--- src/logic/dsq_pkg.sv ---
// Shared constants and carrier types for the DRAM access sequencer.
package dsq_pkg;
  localparam int ADDR_W = 26;
  localparam int MUX_W = 16;
  localparam int DATA_W = 32;
  localparam int LANES = 4;
  localparam int COL_BASE = 9;
  localparam logic [25:0] BEAT_STEP = 26'h0000004;
  // Register byte offsets.
  localparam logic [3:0] OFS_CTRL_A = 4'h0;
  localparam logic [3:0] OFS_CTRL_B = 4'h4;
  localparam logic [3:0] OFS_MODE = 4'h8;
  localparam logic [3:0] OFS_STATUS = 4'hc;
  // Field positions of dram_timing_ctrl_a.
  localparam int CA_TPC = 0;
  localparam int CA_RCD = 2;
  localparam int CA_DWR = 5;
  localparam int CA_DWW = 7;
  // Field positions of dram_timing_ctrl_b and dram_mode_ctrl.
  localparam int CB_WRITE_COL_WIDTH = 0;
  localparam int CB_IDLE = 1;
  localparam int CB_WAIT = 2;
  localparam int MD_MUX = 0;
  localparam int MD_BURST = 3;
  localparam int MD_HOLD = 4;
  localparam int MD_EDO = 5;
  localparam logic [8:0] RST_CTRL_A = 9'h000;
  localparam logic [2:0] RST_CTRL_B = 3'h0;
  localparam logic [5:0] RST_MODE = 6'h00;
  // Column phase lengths in cycles.
  localparam logic [2:0] LEN_BASE = 3'h2;
  localparam logic [2:0] LEN_EDO = 3'h1;
  localparam logic [2:0] LEN_EDO_SLOW = 3'h2;

  typedef enum logic [2:0] {
    DSQ_IDLE = 3'b000,
    DSQ_PRECH = 3'b001,
    DSQ_ROW = 3'b010,
    DSQ_RCD = 3'b011,
    DSQ_COL = 3'b100,
    DSQ_COLX = 3'b101,
    DSQ_DIDLE = 3'b110,
    DSQ_OPEN = 3'b111
  } dsq_state_t;

  typedef struct packed {
    logic [ADDR_W-1:0] addr;
    logic we;
    logic area;
    logic [LANES-1:0] be;
    logic dma;
    logic [1:0] beats;
  } dsq_req_t;

  typedef struct packed {
    logic [ADDR_W-1:0] addr;
    logic ras_n;
    logic [LANES-1:0] cas_n;
    logic rdwr;
    logic cs_a_n;
    logic cs_b_n;
    logic dack;
    logic dq_en_n;
    logic [DATA_W-1:0] dq_o;
  } dsq_pins_t;
endpackage

--- src/logic/dsq_sequencer.sv ---
// DRAM access sequencer: Wishbone register file, access state machine and pin drive.
//
// Function
// - Low sixteen address pins multiplexed row/column; upper pins carry original bits.
// - Three-bit select picks column width nine through sixteen bits.
// - Column phase passes bits 0-15; row phase shifts down, overflow keeps column bits.
// - Basic access is row cycle, column cycle, read latch cycle.
// - One to four precharge cycles from timing register A.
// - Row-to-column delay one to eight cycles.
// - Read column phase two to five cycles; EDO fixes one on consecutive columns, two otherwise.
// - Write column phase two to five cycles; EDO fixes one.
// - Write column strobe width one or two; two adds one end cycle.
// - Wait input sampled in column cycle stretches access while low.
// - Fast page drives row once then columns; otherwise row every access.
// - Burst when access wider than bus or DMA single-address burst.
// - EDO select switches reads to extended-data-out timing.
// - EDO one-cycle reads only for consecutive columns.
// - Row strobe up mode closes row between other-space accesses.
// - Burst plus hold bit keeps row open; same row continues burst.
// - Idle cycle with DMA acknowledge before same-row DMA single burst.
// - Area chip select asserted for whole access.
// - One column strobe per byte lane.
`timescale 1ns/1ps
module dsq_sequencer
  import dsq_pkg::*;
(
  // Clock and reset.
  input wire logic clk_sys,
  input wire logic nrst,
  // Wishbone register slave.
  input wire logic wb_cyc_i,
  input wire logic wb_stb_i,
  input wire logic wb_we_i,
  input wire logic [3:0] wb_adr_i,
  input wire logic [3:0] wb_sel_i,
  input wire logic [31:0] wb_dat_i,
  output logic [31:0] wb_dat_o,
  output logic wb_ack_o,
  // Internal bus request side.
  input wire logic req_valid,
  input wire dsq_pkg::dsq_req_t req,
  input wire logic [dsq_pkg::DATA_W-1:0] req_wdata,
  output logic req_take,
  output logic rsp_valid,
  output logic rsp_last,
  output logic [dsq_pkg::DATA_W-1:0] rsp_rdata,
  // DRAM pins.
  input wire logic wait_n,
  input wire logic [dsq_pkg::DATA_W-1:0] dq_i,
  output dsq_pkg::dsq_pins_t pins
);
  import dsq_pkg::*;

  typedef struct packed {
    dsq_state_t state;
    logic [2:0] cnt;
    logic cas2;
    logic reopen;
    logic consec;
    logic [1:0] beats;
    dsq_req_t cur;
    logic [ADDR_W-1:0] open_addr;
    logic open_area;
    logic [DATA_W-1:0] wdata;
    logic [DATA_W-1:0] rdata;
    logic rsp;
    logic last;
    logic [8:0] ctrl_a;
    logic [2:0] ctrl_b;
    logic [5:0] mode;
    logic ack;
    logic [31:0] rdat;
    logic w1;
    logic w2;
    logic w3;
    logic wait_f;
  } dsq_st_t;

  dsq_st_t st;
  dsq_st_t next_st;

  // Row-phase pin pattern: address shifted by column width, high pins keep column bits.
  function automatic logic [MUX_W-1:0] row_pins(input logic [ADDR_W-1:0] a,
                                                input logic [2:0] mw);
    logic [ADDR_W-1:0] sh;
    logic [MUX_W-1:0] r;
    sh = a >> (COL_BASE + int'(mw));
    for (int i = 0; i < MUX_W; i++) begin
      r[i] = (i + COL_BASE + int'(mw) < ADDR_W) ? sh[i] : a[i];
    end
    return r;
  endfunction

  // Row identity used to detect a page hit.
  function automatic logic [ADDR_W-1:0] row_key(input logic [ADDR_W-1:0] a,
                                                input logic [2:0] mw);
    return a >> (COL_BASE + int'(mw));
  endfunction

  logic [2:0] mw;
  logic burst_en;
  logic hold_en;
  logic edo;
  logic [2:0] col_len;
  logic row_hit;

  // Column phase length; EDO reads only reach one cycle on consecutive columns.
  always_comb begin
    mw = st.mode[MD_MUX +: 3];
    burst_en = st.mode[MD_BURST];
    hold_en = st.mode[MD_BURST] & st.mode[MD_HOLD];
    edo = st.mode[MD_EDO];
    if (st.cur.we) begin
      col_len = edo ? LEN_EDO : LEN_BASE + {1'b0, st.ctrl_a[CA_DWW +: 2]};
      col_len = col_len + {2'b00, st.ctrl_b[CB_WRITE_COL_WIDTH]};
    end else if (edo) begin
      col_len = st.consec ? LEN_EDO : LEN_EDO_SLOW;
    end else begin
      col_len = LEN_BASE + {1'b0, st.ctrl_a[CA_DWR +: 2]};
    end
    row_hit = (row_key(req.addr, mw) == row_key(st.open_addr, mw)) &&
              (req.area == st.open_area);
  end

  // Next-state logic for the register file, the wait filter and the sequencer.
  always_comb begin
    logic wr;
    wr = 1'b0;
    next_st = st;
    next_st.rsp = 1'b0;
    next_st.last = 1'b0;
    req_take = 1'b0;
    // Wait pin: three flops, a change counts once the last two agree.
    next_st.w1 = wait_n;
    next_st.w2 = st.w1;
    next_st.w3 = st.w2;
    if (st.w2 == st.w3) begin
      next_st.wait_f = st.w3;
    end
    // Classic Wishbone slave; one wait state, unmapped reads return zero.
    // Writes land on the edge that also shows ack, so master and slave agree on it.
    next_st.ack = wb_cyc_i & wb_stb_i & ~st.ack;
    wr = wb_cyc_i & wb_stb_i & wb_we_i & st.ack;
    if (wr && wb_adr_i == OFS_CTRL_A) begin
      if (wb_sel_i[0]) next_st.ctrl_a[7:0] = wb_dat_i[7:0];
      if (wb_sel_i[1]) next_st.ctrl_a[8] = wb_dat_i[8];
    end
    if (wr && wb_adr_i == OFS_CTRL_B && wb_sel_i[0]) begin
      next_st.ctrl_b = wb_dat_i[2:0];
    end
    if (wr && wb_adr_i == OFS_MODE && wb_sel_i[0]) begin
      next_st.mode = wb_dat_i[5:0];
    end
    case (wb_adr_i)
      OFS_CTRL_A: next_st.rdat = {23'h000000, st.ctrl_a};
      OFS_CTRL_B: next_st.rdat = {29'h00000000, st.ctrl_b};
      OFS_MODE: next_st.rdat = {26'h0000000, st.mode};
      OFS_STATUS: next_st.rdat = {27'h0000000, st.reopen, st.cas2, st.state};
      default: next_st.rdat = 32'h00000000;
    endcase
    case (st.state)
      DSQ_IDLE: begin
        if (req_valid) begin
          req_take = 1'b1;
          next_st.cur = req;
          next_st.beats = req.beats;
          next_st.wdata = req_wdata;
          next_st.consec = 1'b0;
          next_st.state = DSQ_ROW;
        end
      end
      DSQ_ROW: begin
        next_st.open_addr = st.cur.addr;
        next_st.open_area = st.cur.area;
        next_st.reopen = 1'b0;
        next_st.cnt = st.ctrl_a[CA_RCD +: 3];
        next_st.state = (st.ctrl_a[CA_RCD +: 3] == 3'h0) ? DSQ_COL : DSQ_RCD;
      end
      DSQ_RCD: begin
        next_st.cnt = st.cnt - 3'h1;
        if (st.cnt == 3'h1) begin
          next_st.state = DSQ_COL;
        end
      end
      DSQ_DIDLE: begin
        next_st.state = DSQ_COL;
      end
      DSQ_COL, DSQ_COLX: begin
        if (st.state == DSQ_COL && st.ctrl_b[CB_WAIT] && !st.wait_f) begin
          next_st.state = DSQ_COL;
        end else if (st.state == DSQ_COL && col_len != 3'h1) begin
          next_st.cnt = col_len - 3'h2;
          next_st.cas2 = st.cur.we & st.ctrl_b[CB_WRITE_COL_WIDTH];
          next_st.state = DSQ_COLX;
        end else if (st.state == DSQ_COLX && st.cnt != 3'h0) begin
          next_st.cnt = st.cnt - 3'h1;
          next_st.cas2 = 1'b0;
        end else begin
          // End of one beat: latch read data and decide how the row continues.
          next_st.cas2 = 1'b0;
          next_st.rsp = 1'b1;
          if (!st.cur.we) begin
            next_st.rdata = dq_i;
          end
          next_st.last = (st.beats == 2'h0);
          if (st.beats != 2'h0) begin
            next_st.beats = st.beats - 2'h1;
            next_st.cur.addr = st.cur.addr + BEAT_STEP;
            next_st.wdata = req_wdata;
            next_st.consec = 1'b1;
            next_st.reopen = ~burst_en;
            next_st.state = burst_en ? DSQ_COL : DSQ_PRECH;
          end else begin
            next_st.state = hold_en ? DSQ_OPEN : DSQ_PRECH;
          end
          next_st.cnt = {1'b0, st.ctrl_a[CA_TPC +: 2]};
        end
      end
      DSQ_PRECH: begin
        next_st.cnt = st.cnt - 3'h1;
        if (st.cnt == 3'h0) begin
          next_st.state = st.reopen ? DSQ_ROW : DSQ_IDLE;
        end
      end
      DSQ_OPEN: begin
        next_st.cnt = {1'b0, st.ctrl_a[CA_TPC +: 2]};
        if (!hold_en) begin
          next_st.state = DSQ_PRECH;
        end else if (req_valid) begin
          req_take = 1'b1;
          next_st.cur = req;
          next_st.beats = req.beats;
          next_st.wdata = req_wdata;
          next_st.consec = (req.addr == st.cur.addr + BEAT_STEP);
          if (!row_hit) begin
            next_st.reopen = 1'b1;
            next_st.state = DSQ_PRECH;
          end else if (req.dma && st.ctrl_b[CB_IDLE]) begin
            next_st.state = DSQ_DIDLE;
          end else begin
            next_st.state = DSQ_COL;
          end
        end
      end
      default: begin
        next_st.state = DSQ_IDLE;
      end
    endcase
  end

  // All state lives in one register; every field has a constant reset value.
  always_ff @(posedge clk_sys or negedge nrst) begin
    if (!nrst) begin
      st <= '0;
      st.state <= DSQ_IDLE;
      st.ctrl_a <= RST_CTRL_A;
      st.ctrl_b <= RST_CTRL_B;
      st.mode <= RST_MODE;
      st.w1 <= 1'b1;
      st.w2 <= 1'b1;
      st.w3 <= 1'b1;
      st.wait_f <= 1'b1;
    end else begin
      st <= next_st;
    end
  end

  logic in_access;
  logic row_on;
  logic cas_on;

  // Pin drive decodes registered state only, so pins never glitch on inputs.
  always_comb begin
    in_access = (st.state == DSQ_ROW) || (st.state == DSQ_RCD) ||
                (st.state == DSQ_COL) || (st.state == DSQ_COLX) ||
                (st.state == DSQ_DIDLE);
    row_on = in_access || (st.state == DSQ_OPEN);
    // Reads pulse the strobe once; writes hold it one cycle, or two with the width bit.
    cas_on = (st.state == DSQ_COL) ||
             (st.state == DSQ_COLX && st.cur.we && st.cas2);
    pins.addr[ADDR_W-1:MUX_W] = st.cur.addr[ADDR_W-1:MUX_W];
    if (st.state == DSQ_ROW || st.state == DSQ_RCD) begin
      pins.addr[MUX_W-1:0] = row_pins(st.cur.addr, mw);
    end else begin
      pins.addr[MUX_W-1:0] = st.cur.addr[MUX_W-1:0];
    end
    pins.ras_n = ~row_on;
    pins.cas_n = cas_on ? ~st.cur.be : {LANES{1'b1}};
    pins.rdwr = ~(in_access && st.cur.we);
    pins.cs_a_n = ~(in_access && !st.cur.area);
    pins.cs_b_n = ~(in_access && st.cur.area);
    pins.dack = (st.state == DSQ_DIDLE);
    pins.dq_en_n = ~(in_access && st.cur.we && st.state != DSQ_ROW);
    pins.dq_o = st.wdata;
  end

  assign wb_ack_o = st.ack;
  assign wb_dat_o = st.rdat;
  assign rsp_valid = st.rsp;
  assign rsp_last = st.last;
  assign rsp_rdata = st.rdata;
endmodule
--- config.mk ---
export PLATFORM = sky130hd
export DESIGN_NAME = dsq_sequencer
export DESIGN_NICKNAME = d
export VERILOG_FILES = /design/src/logic/dsq_pkg.sv /design/src/logic/dsq_sequencer.sv
export SDC_FILE = /design/constraint.sdc
export NUM_CORES = 1
export LEC_CHECK = 0
export BUFFER_PORTS_ARGS = -buffer_cell sky130_fd_sc_hd__buf_2
export CAP_MARGIN = 20
export CORE_UTILIZATION = 40
export DETAILED_ROUTE_END_ITERATION = 6
export SLEW_MARGIN = 40
export SYNTH_ARGS = -nofsm -noshare
export SYNTH_HDL_FRONTEND = slang
export SYNTH_SLANG_ARGS = --single-unit
--- constraint.sdc ---
create_clock -name clk_sys -period 6.7 [get_ports clk_sys]
set_input_delay 1.005 -clock clk_sys [delete_from_list [all_inputs] [get_ports clk_sys]]
set_output_delay 1.005 -clock clk_sys [all_outputs]
set_load 0.01 [all_outputs]
==> summary.txt, run 1 <==
Global route
  • Initial antenna violation count: 3
  • GRT Resource Usage Total: 0.214
  • Vias in the first global route: 7857
  • Pin count of the biggest net entering global routing: 84
  • First-pass GRT wire length: roughly 44000 µm
  • Gr ovfl total: 0

Logic synthesis
  • Ys flop type: dfrtp_1
  • Synth top area share: 0.376
  • Ys Warns: 0
  • Synth area leader: dfrtp_1
  • Cell variety after synth: 78
  • Synth Register Bits: 159
  • Most frequent cells after synthesis: nand2_1 (162), dfrtp_1 (155), buf_4 (112)
  • Count leader, synth: nand2_1
  • Ys async rst share: 1.00
  • Avg Inst Size Synth: a little over 9 µm²
  • Top post-synthesis cells by area: dfrtp_1 (38%), buf_4 (8.2%), nand2_1 (5.9%)
  • Mapped Cells: 1129
  • Mapped Area: slightly above 10000 µm²
  • Sequential area share after synthesis: 0.387
  • EDFF count, synth: 0

Placement
  • Post-Place Worst Slack: 2550 ps
  • GPL Wtd Cong: between 0.8 and 0.9
  • Buffers on Ports: 233
  • Hpwl dp: roughly 20000 µm
  • Placed cell area: about 11000 µm²

Worst setup path
  • Worst-path fanout max: 26
  • Crit Path Category: reg -> out
  • CP Launch Type: register
  • Crit path DAT: around 3500 ps
  • Worst path required time: roughly 5700 ps
  • Crit end category: primary output

Timing
  • Slew headroom: 0.438
  • Slew Limit Fails: 0
  • Final Setup Violations: 0
  • Count of final hold-check violations: 0
  • RSZ-0062 raised after global routing: false
  • Slew @ Worst Pin: between 800 and 900 ps
  • Period utilization: 0.673
  • Tmin final: ~4500 ps
  • Final WS setup: between 2000 and 2500 ps
  • TNS Setup: 0 ps
  • Fmax achieved: between 200 and 250 MHz
  • Skew final: roughly 16 ps

Finish
  • Layout cell share with drive strength beyond 1: 0.289
  • Final #Nets: around 1400
  • Multi-input gate area: 5220 µm²
  • Filler instances: between 2000 and 2500
  • Area grow syn2layout: 12.3%
  • Register area: approximately 4000 µm²
  • Design area: between 10000 and 15000 µm²

Min path
  • Worst min path class: reg -> reg

Drt
  • ANT nets after route: 0
  • Via count: approximately 8500
  • DRC viols: 0
  • 1st-pass router iterations: 5
  • Final Routed Wirelength: between 20000 and 30000 µm
  • DRT iter0 DRCs: approximately 660
  • WL per Instance: about 18 µm
  • Via density: 5.36

CTS
  • Clock transition at path regs: 70 ps
  • TritonCTS Sinks: approximately 160
  • Worst-case clock buffer depth: 2
  • TritonCTS buffer count: 17
  • CTS tree: done
  • Post-CTS resize count: 0
  • Post-CTS Setup Bufs: 0
  • Clock Latency Late Sink: between 400 and 500 ps
  • Hold buffer count at CTS: 0
  • Htree depth: 4
  • Clock root buffer: clkbuf_16

Pwr
  • Pwr dens: about 440 nW/µm²
  • VDD IR max: around 0.18 mV
  • Leak: between 5 and 6 nW

Floorplan
  • Core area: around 25000 µm²
  • Die Y: between 150 and 200 µm
  • Die ar.: 26400 µm²
  • Chip width: between 150 and 200 µm
  • Initial core utilization: 0.408
  • IO Pins: 282
  • Num rows: 58

Run status
  • Status: completed

Job
  • Max_cap viols: 0
worst max-delay path: stages, from the launching register on:
cell and delay (ps):
dfrtp_1 320, buf_4 290, clkinv_1 680, ha_1 490
ha_1 280, nor2b_1 130, nor2b_1 60, a21oi_1 270
mux2_2 400, buf_2 150
registers in the layout, indices dropped and copies added (netlist names), 2 cells and up:
signal and count:
mw 3, next_st 2, pins 42, rsp_rdata 32
st 66, wb_dat_o 9
cells in the final DEF (no fill, tap or decap), types with 14 or more instances in the layout:
master     netlist  final
nand3_1         44     44
mux2i_1         16     16
dfrtp_1        155    155
xnor2_1         41     41
inv_1           22     21
mux2_1          30     30
o21ai_0         80     80
xor2_1          23     23
a22oi_1         14     14
a21oi_1         52     52
nor2_1          59     58
clkbuf_16        0     17
ha_1            19     19
mux2_2          53     53
nor2b_1         17     16
nand2_1        162    161
nor3_1          22     22
conb_1           1     23
buf_2           15    232
worst paths after layout:
kind | slack (ps) | endpoint | from | cells after the start
min in group asynchronous | 620 | wb_ack_o$_DFF_PN0_ | nrst | 1
max reg2reg | 2490 | st[184]$_DFFE_PN0P_ | edo$_DFFE_PN0P_ | 12
max | 2190 | pins[44] | mw[1]$_DFFE_PN0P_ | 9
min reg2reg | 360 | next_st[1]$_DFF_PN1_ | next_st[2]$_DFF_PN1_ | 0
min | 360 | next_st[1]$_DFF_PN1_ | next_st[2]$_DFF_PN1_ | 0
max in group asynchronous | 5010 | next_st[1]$_DFF_PN1_ | nrst | 2
through the flow:
stage | std cells | hold WS (ps) | total power, W | util
detailed placement | 1549 | 348 | 0.00412 | 0.435
global route | 1583 | 365 | 0.00546 | 0.458
CTS | 1581 | 358 | 0.00512 | 0.458
floorplan | 1151 | 345 | 0.00359 | -
finish | 1584 | 356 | 0.00508 | 0.458
global placement | 1549 | 348 | 0.00407 | 0.435
logic make-up (layout without fill, tap and decap cells):
logic type / after synthesis / in the layout / share of synthesized area
adders and majority gates: 20 / 20 / 0.0240
DFF: 159 / 159 / 0.387
muxes: 109 / 109 / 0.128
AOI/OAI and AO/OA: 202 / 202 / 0.119
buffers and inverters: 202 / 302 / 0.116
and+or+nand+nor: 372 / 372 / 0.171
other: 1 / 26 / 0.000364
xor gates and xnor gates: 64 / 64 / 0.0544
report_power, final:
part	internal (W)	switching, W	leakage (nW)
Sequential	0.00134	0.000428	1.98
Clock	0.000503	0.000476	0.284
Combinational	0.000988	0.00134	3.16
Total	0.00283	0.00225	5.42
metal layers:
| metal | vias to the layer above | track usage | wire [µm] |
|---|---|---|---|
| met4 | 0 | 0.0836 | 601 |
| met1 | 4099 | 0.287 | 12400 |
| li1 | 4008 | - | - |
| met3 | 35 | 0.0397 | 1760 |
| met5 | - | 0 | 0 |
| met2 | 342 | 0.340 | 13200 |
final cells by class:
| type | count | area share |
|---|---|---|
| inverter | 25 | 0.00810 |
| antenna | 3 | 0.000648 |
| multi-input combinational | 790 | 0.451 |
| clock buffer | 17 | 0.0367 |
| clock inverter | 15 | 0.0144 |
| sequential | 159 | 0.344 |
| timing repair buffer | 245 | 0.109 |
| tap | 330 | 0.0357 |
Power figures use the tool's default switching activity.
==> run 2: changes to the inputs <==
- ABC_AREA: default -> 1
- clock period: 6.7 -> 4.5 ns (I/O delays scaled with it)
==> summary.txt, run 2 <==
Run status
  • Status: completed

CTS
  • CTS tree: done
  • Post-CTS resize count: 0 (unchanged)
  • Post-CTS Setup Bufs: 0 (unchanged)
  • TritonCTS Sinks: 159 (unchanged)
  • Clock Latency Late Sink: 440 ps (about the same)
  • Clock root buffer: clkbuf_16
  • Clock transition at path regs: 80 ps (about the same)
  • Hold buffer count at CTS: 0 (unchanged)
  • TritonCTS buffer count: 17 (unchanged)
  • Worst-case clock buffer depth: 2 (unchanged)
  • Htree depth: 4 (unchanged)

Finish
  • Final #Nets: 1910 (+36%)
  • N_diodes: 0 (-3)
  • Most frequent cells in the layout: nand2_1 (570), buf_2 (232), dfrtp_1 (154)
  • Most flops, register: st
  • Commonest non-fill, non-tap cell in the layout: nand2_1
  • Filler instances: 2837 (+15%)
  • Finished Layout Cells: 2130 (+34%)
  • Layout cell share with drive strength beyond 1: 0.186 (-0.103)
  • Area grow syn2layout: 11.2%
  • Largest register FFs: 66 (unchanged)

Timing
  • Fmax achieved: approximately 270 MHz
  • RSZ-0062 raised after global routing: false
  • Final Setup Violations: 0 (unchanged)
  • Tmin final: between 3000 and 4000 ps
  • Hold slack: 97.6 ps (-259 ps)
  • Period utilization: 0.816
  • Slew headroom: 0.472 (+0.0345)
  • Count of final hold-check violations: 0 (unchanged)
  • Skew final: 18.6 ps (+2.28 ps)
  • Slew @ Worst Pin: 786 ps (-51.4 ps)
  • Slew Limit Fails: 0 (unchanged)
  • TNS Setup: 0 ps (unchanged)

Logic synthesis
  • Mapped Cells: 1627 (+44%)
  • Synth Area in Simple Gates: 0.318 (+0.147)
  • Ys flop type: dfrtp_1
  • Complex-gate fraction of the synthesized area: 0.129 (+0.0102)
  • Sequential area share after synthesis: 0.355 (-0.0313)
  • Largest family of logic cells by synthesized area: simple AND/OR/NAND/NOR gates
  • Synth Register Bits: 159 (unchanged)
  • Synth area leader: dfrtp_1
  • Top post-synthesis cells by area: dfrtp_1 (35%), nand2_1 (19%), buf_4 (8.2%)
  • Synthesized-area fraction occupied by adder cells: 0.0221 (-0.00195)
  • Ys async rst share: 1.00 (unchanged)
  • Avg Inst Size Synth: 6.89 µm² (-24%)
  • Mapped Area: 11200 µm² (+8.8%)
  • Synth top area share: 0.346 (-0.0305)
  • Cell variety after synth: 49 (-37%)
  • Count leader, synth: nand2_1
  • Mux share of post-synthesis cell area: 0.00536 (-0.123)
  • Most frequent cells after synthesis: nand2_1 (570), dfrtp_1 (155), inv_1 (136), o21ai_0 (136)
  • EDFF count, synth: 0 (unchanged)
  • Ys Warns: 0 (unchanged)
  • XOR/XNOR Fraction of Synth Area: 0.0129 (-0.0414)

Worst setup path
  • Crit end category: primary output
  • CP Launch Type: register
  • Worst path required time: 3830 ps (-1860 ps)
  • Crit Path Category: reg -> out
  • Worst-path fanout max: 40 (+54%)
  • Crit path DAT: 3000 ps (-510 ps)
  • Critical-path top delay cell: dfrtp_2
  • Max incr delay on CP: 800 ps (+120 ps)
  • Crit-path cells: inv_2, ha_1, ha_1, nor2_1, inv_1, a41oi_1, o211ai_1, o21ai_0, inv_1, buf_2

Floorplan
  • Die Y: 169 µm (+4.3%)
  • Num rows: 60 (+3.4%)
  • Core area: 27300 µm² (+7.9%)
  • Initial core utilization: 0.412 (+0.00343)
  • Chip width: 169 µm (+4.3%)
  • IO Pins: 282 (unchanged)
  • Die ar.: 28700 µm² (+8.7%)

Drt
  • ANT nets after route: 0 (unchanged)
  • WL per Instance: 15.6 µm (-12%)
  • Via density: 5.03 (-6.0%)
  • DRC viols: 0 (unchanged)
  • Via count: 10700 (+26%)
  • Final Routed Wirelength: 33200 µm (+19%)
  • DRT iter0 DRCs: 917 (+40%)
  • 1st-pass router iterations: 5 (unchanged)

Placement
  • Buffers on Ports: 233 (unchanged)
  • Hpwl dp: 24700 µm (+24%)
  • DP Cell Count: 2097 (+35%)
  • GPL Wtd Cong: 0.927 (+7.0%)

Pwr
  • VDD IR max: 0.271 mV (+49%)
  • Pwr dens: 634 nW/µm² (+44%)
  • Leak: 6.53 nW (+20%)
  • Overall power: 0.00791 W (+56%)

Min path
  • Worst min path class: in -> async

Global route
  • GRT Resource Usage Total: 0.231 (+0.0174)
  • Pin count of the biggest net entering global routing: 112 (+33%)
  • Initial antenna violation count: 0 (-3)
  • First-pass GRT wire length: 52000 µm (+19%)
  • Gr ovfl total: 0 (unchanged)
  • Vias in the first global route: 9724 (+24%)

Job
  • Max_cap viols: 0 (unchanged)
==> run 2: cell type report <==
| cell class | instances | area, µm² | area share |
|---|---|---|---|
| repair buffers | 245 | 1290 | 0.103 |
| inverters | 148 | 566 | 0.0454 |
| clock inverters | 15 | 188 | 0.0151 |
| clock buffers | 17 | 425 | 0.0341 |
| well taps | 372 | 465 | 0.0373 |
| multi-input cells | 1174 | 5550 | 0.445 |
| flip-flops and latches | 159 | 3990 | 0.320 |
==> run 2: worst paths after layout <==
| path | start | endpoint | slack [ps] | cells after the start |
|---|---|---|---|---|
| min in group clk_sys | wait_n | next_st[2]$_DFF_PN1_ | 330 | 1 |
| max in group asynchronous | nrst | pins[63]$_DFFE_PN0P_ | 3690 | 2 |
| worst min-delay path | nrst | wb_ack_o$_DFF_PN0_ | 100 | 1 |
| worst min register to register | next_st[2]$_DFF_PN1_ | next_st[1]$_DFF_PN1_ | 360 | 0 |
| worst max register to register | edo$_DFFE_PN0P_ | pins[58]$_DFFE_PN0P_ | 1480 | 14 |
| worst max-delay path | mw[0]$_DFFE_PN0P_ | pins[44] | 830 | 10 |
==> run 2: worst max-delay path, delay by kind of cell, from the launching register on <==
family,cells,cell delay (ps)
adders and majority gates,2,590
AOI/OAI and AO/OA,3,450
buffers and inverters,4,620
DFF,1,800
and+or+nand+nor,1,110
==> run 2: cell families (layout without fill, tap and decap cells) <==
group	Yosys count	in the layout
buf+inv	316	425
simple gates	851	851
other cells	1	23
fa+ha+maj	20	20
xor+xnor	15	15
mux	6	6
compound gates	259	259
flops	159	159
==> run 2: routing by layer <==
layer  part of all wire  track usage
met1               0.47        0.321
met2               0.46        0.371
met3              0.060       0.0366
met4              0.017       0.0670
met5                  0            0
==> run 2: stage by stage <==
stage / instance area, µm² / worst slack, ps / util
5_1_grt: 12500 / 548 / 0.458
3_3_place_gp: 11800 / 1350 / 0.434
6_report: 12500 / 830 / 0.458
3_5_place_dp: 11800 / 1340 / 0.434
4_1_cts: 12400 / 870 / 0.457
2_1_floorplan: 11300 / 1680 / -
==> run 2: where the power goes <==
group / switching (W) / total (W) / internal, W / leakage, nW
Clock: 0.000742 / 0.00150 / 0.000758 / 0.294
Sequential: 0.000472 / 0.00246 / 0.00199 / 1.99
Combinational: 0.00264 / 0.00394 / 0.00130 / 4.24
Total: 0.00385 / 0.00791 / 0.00405 / 6.53
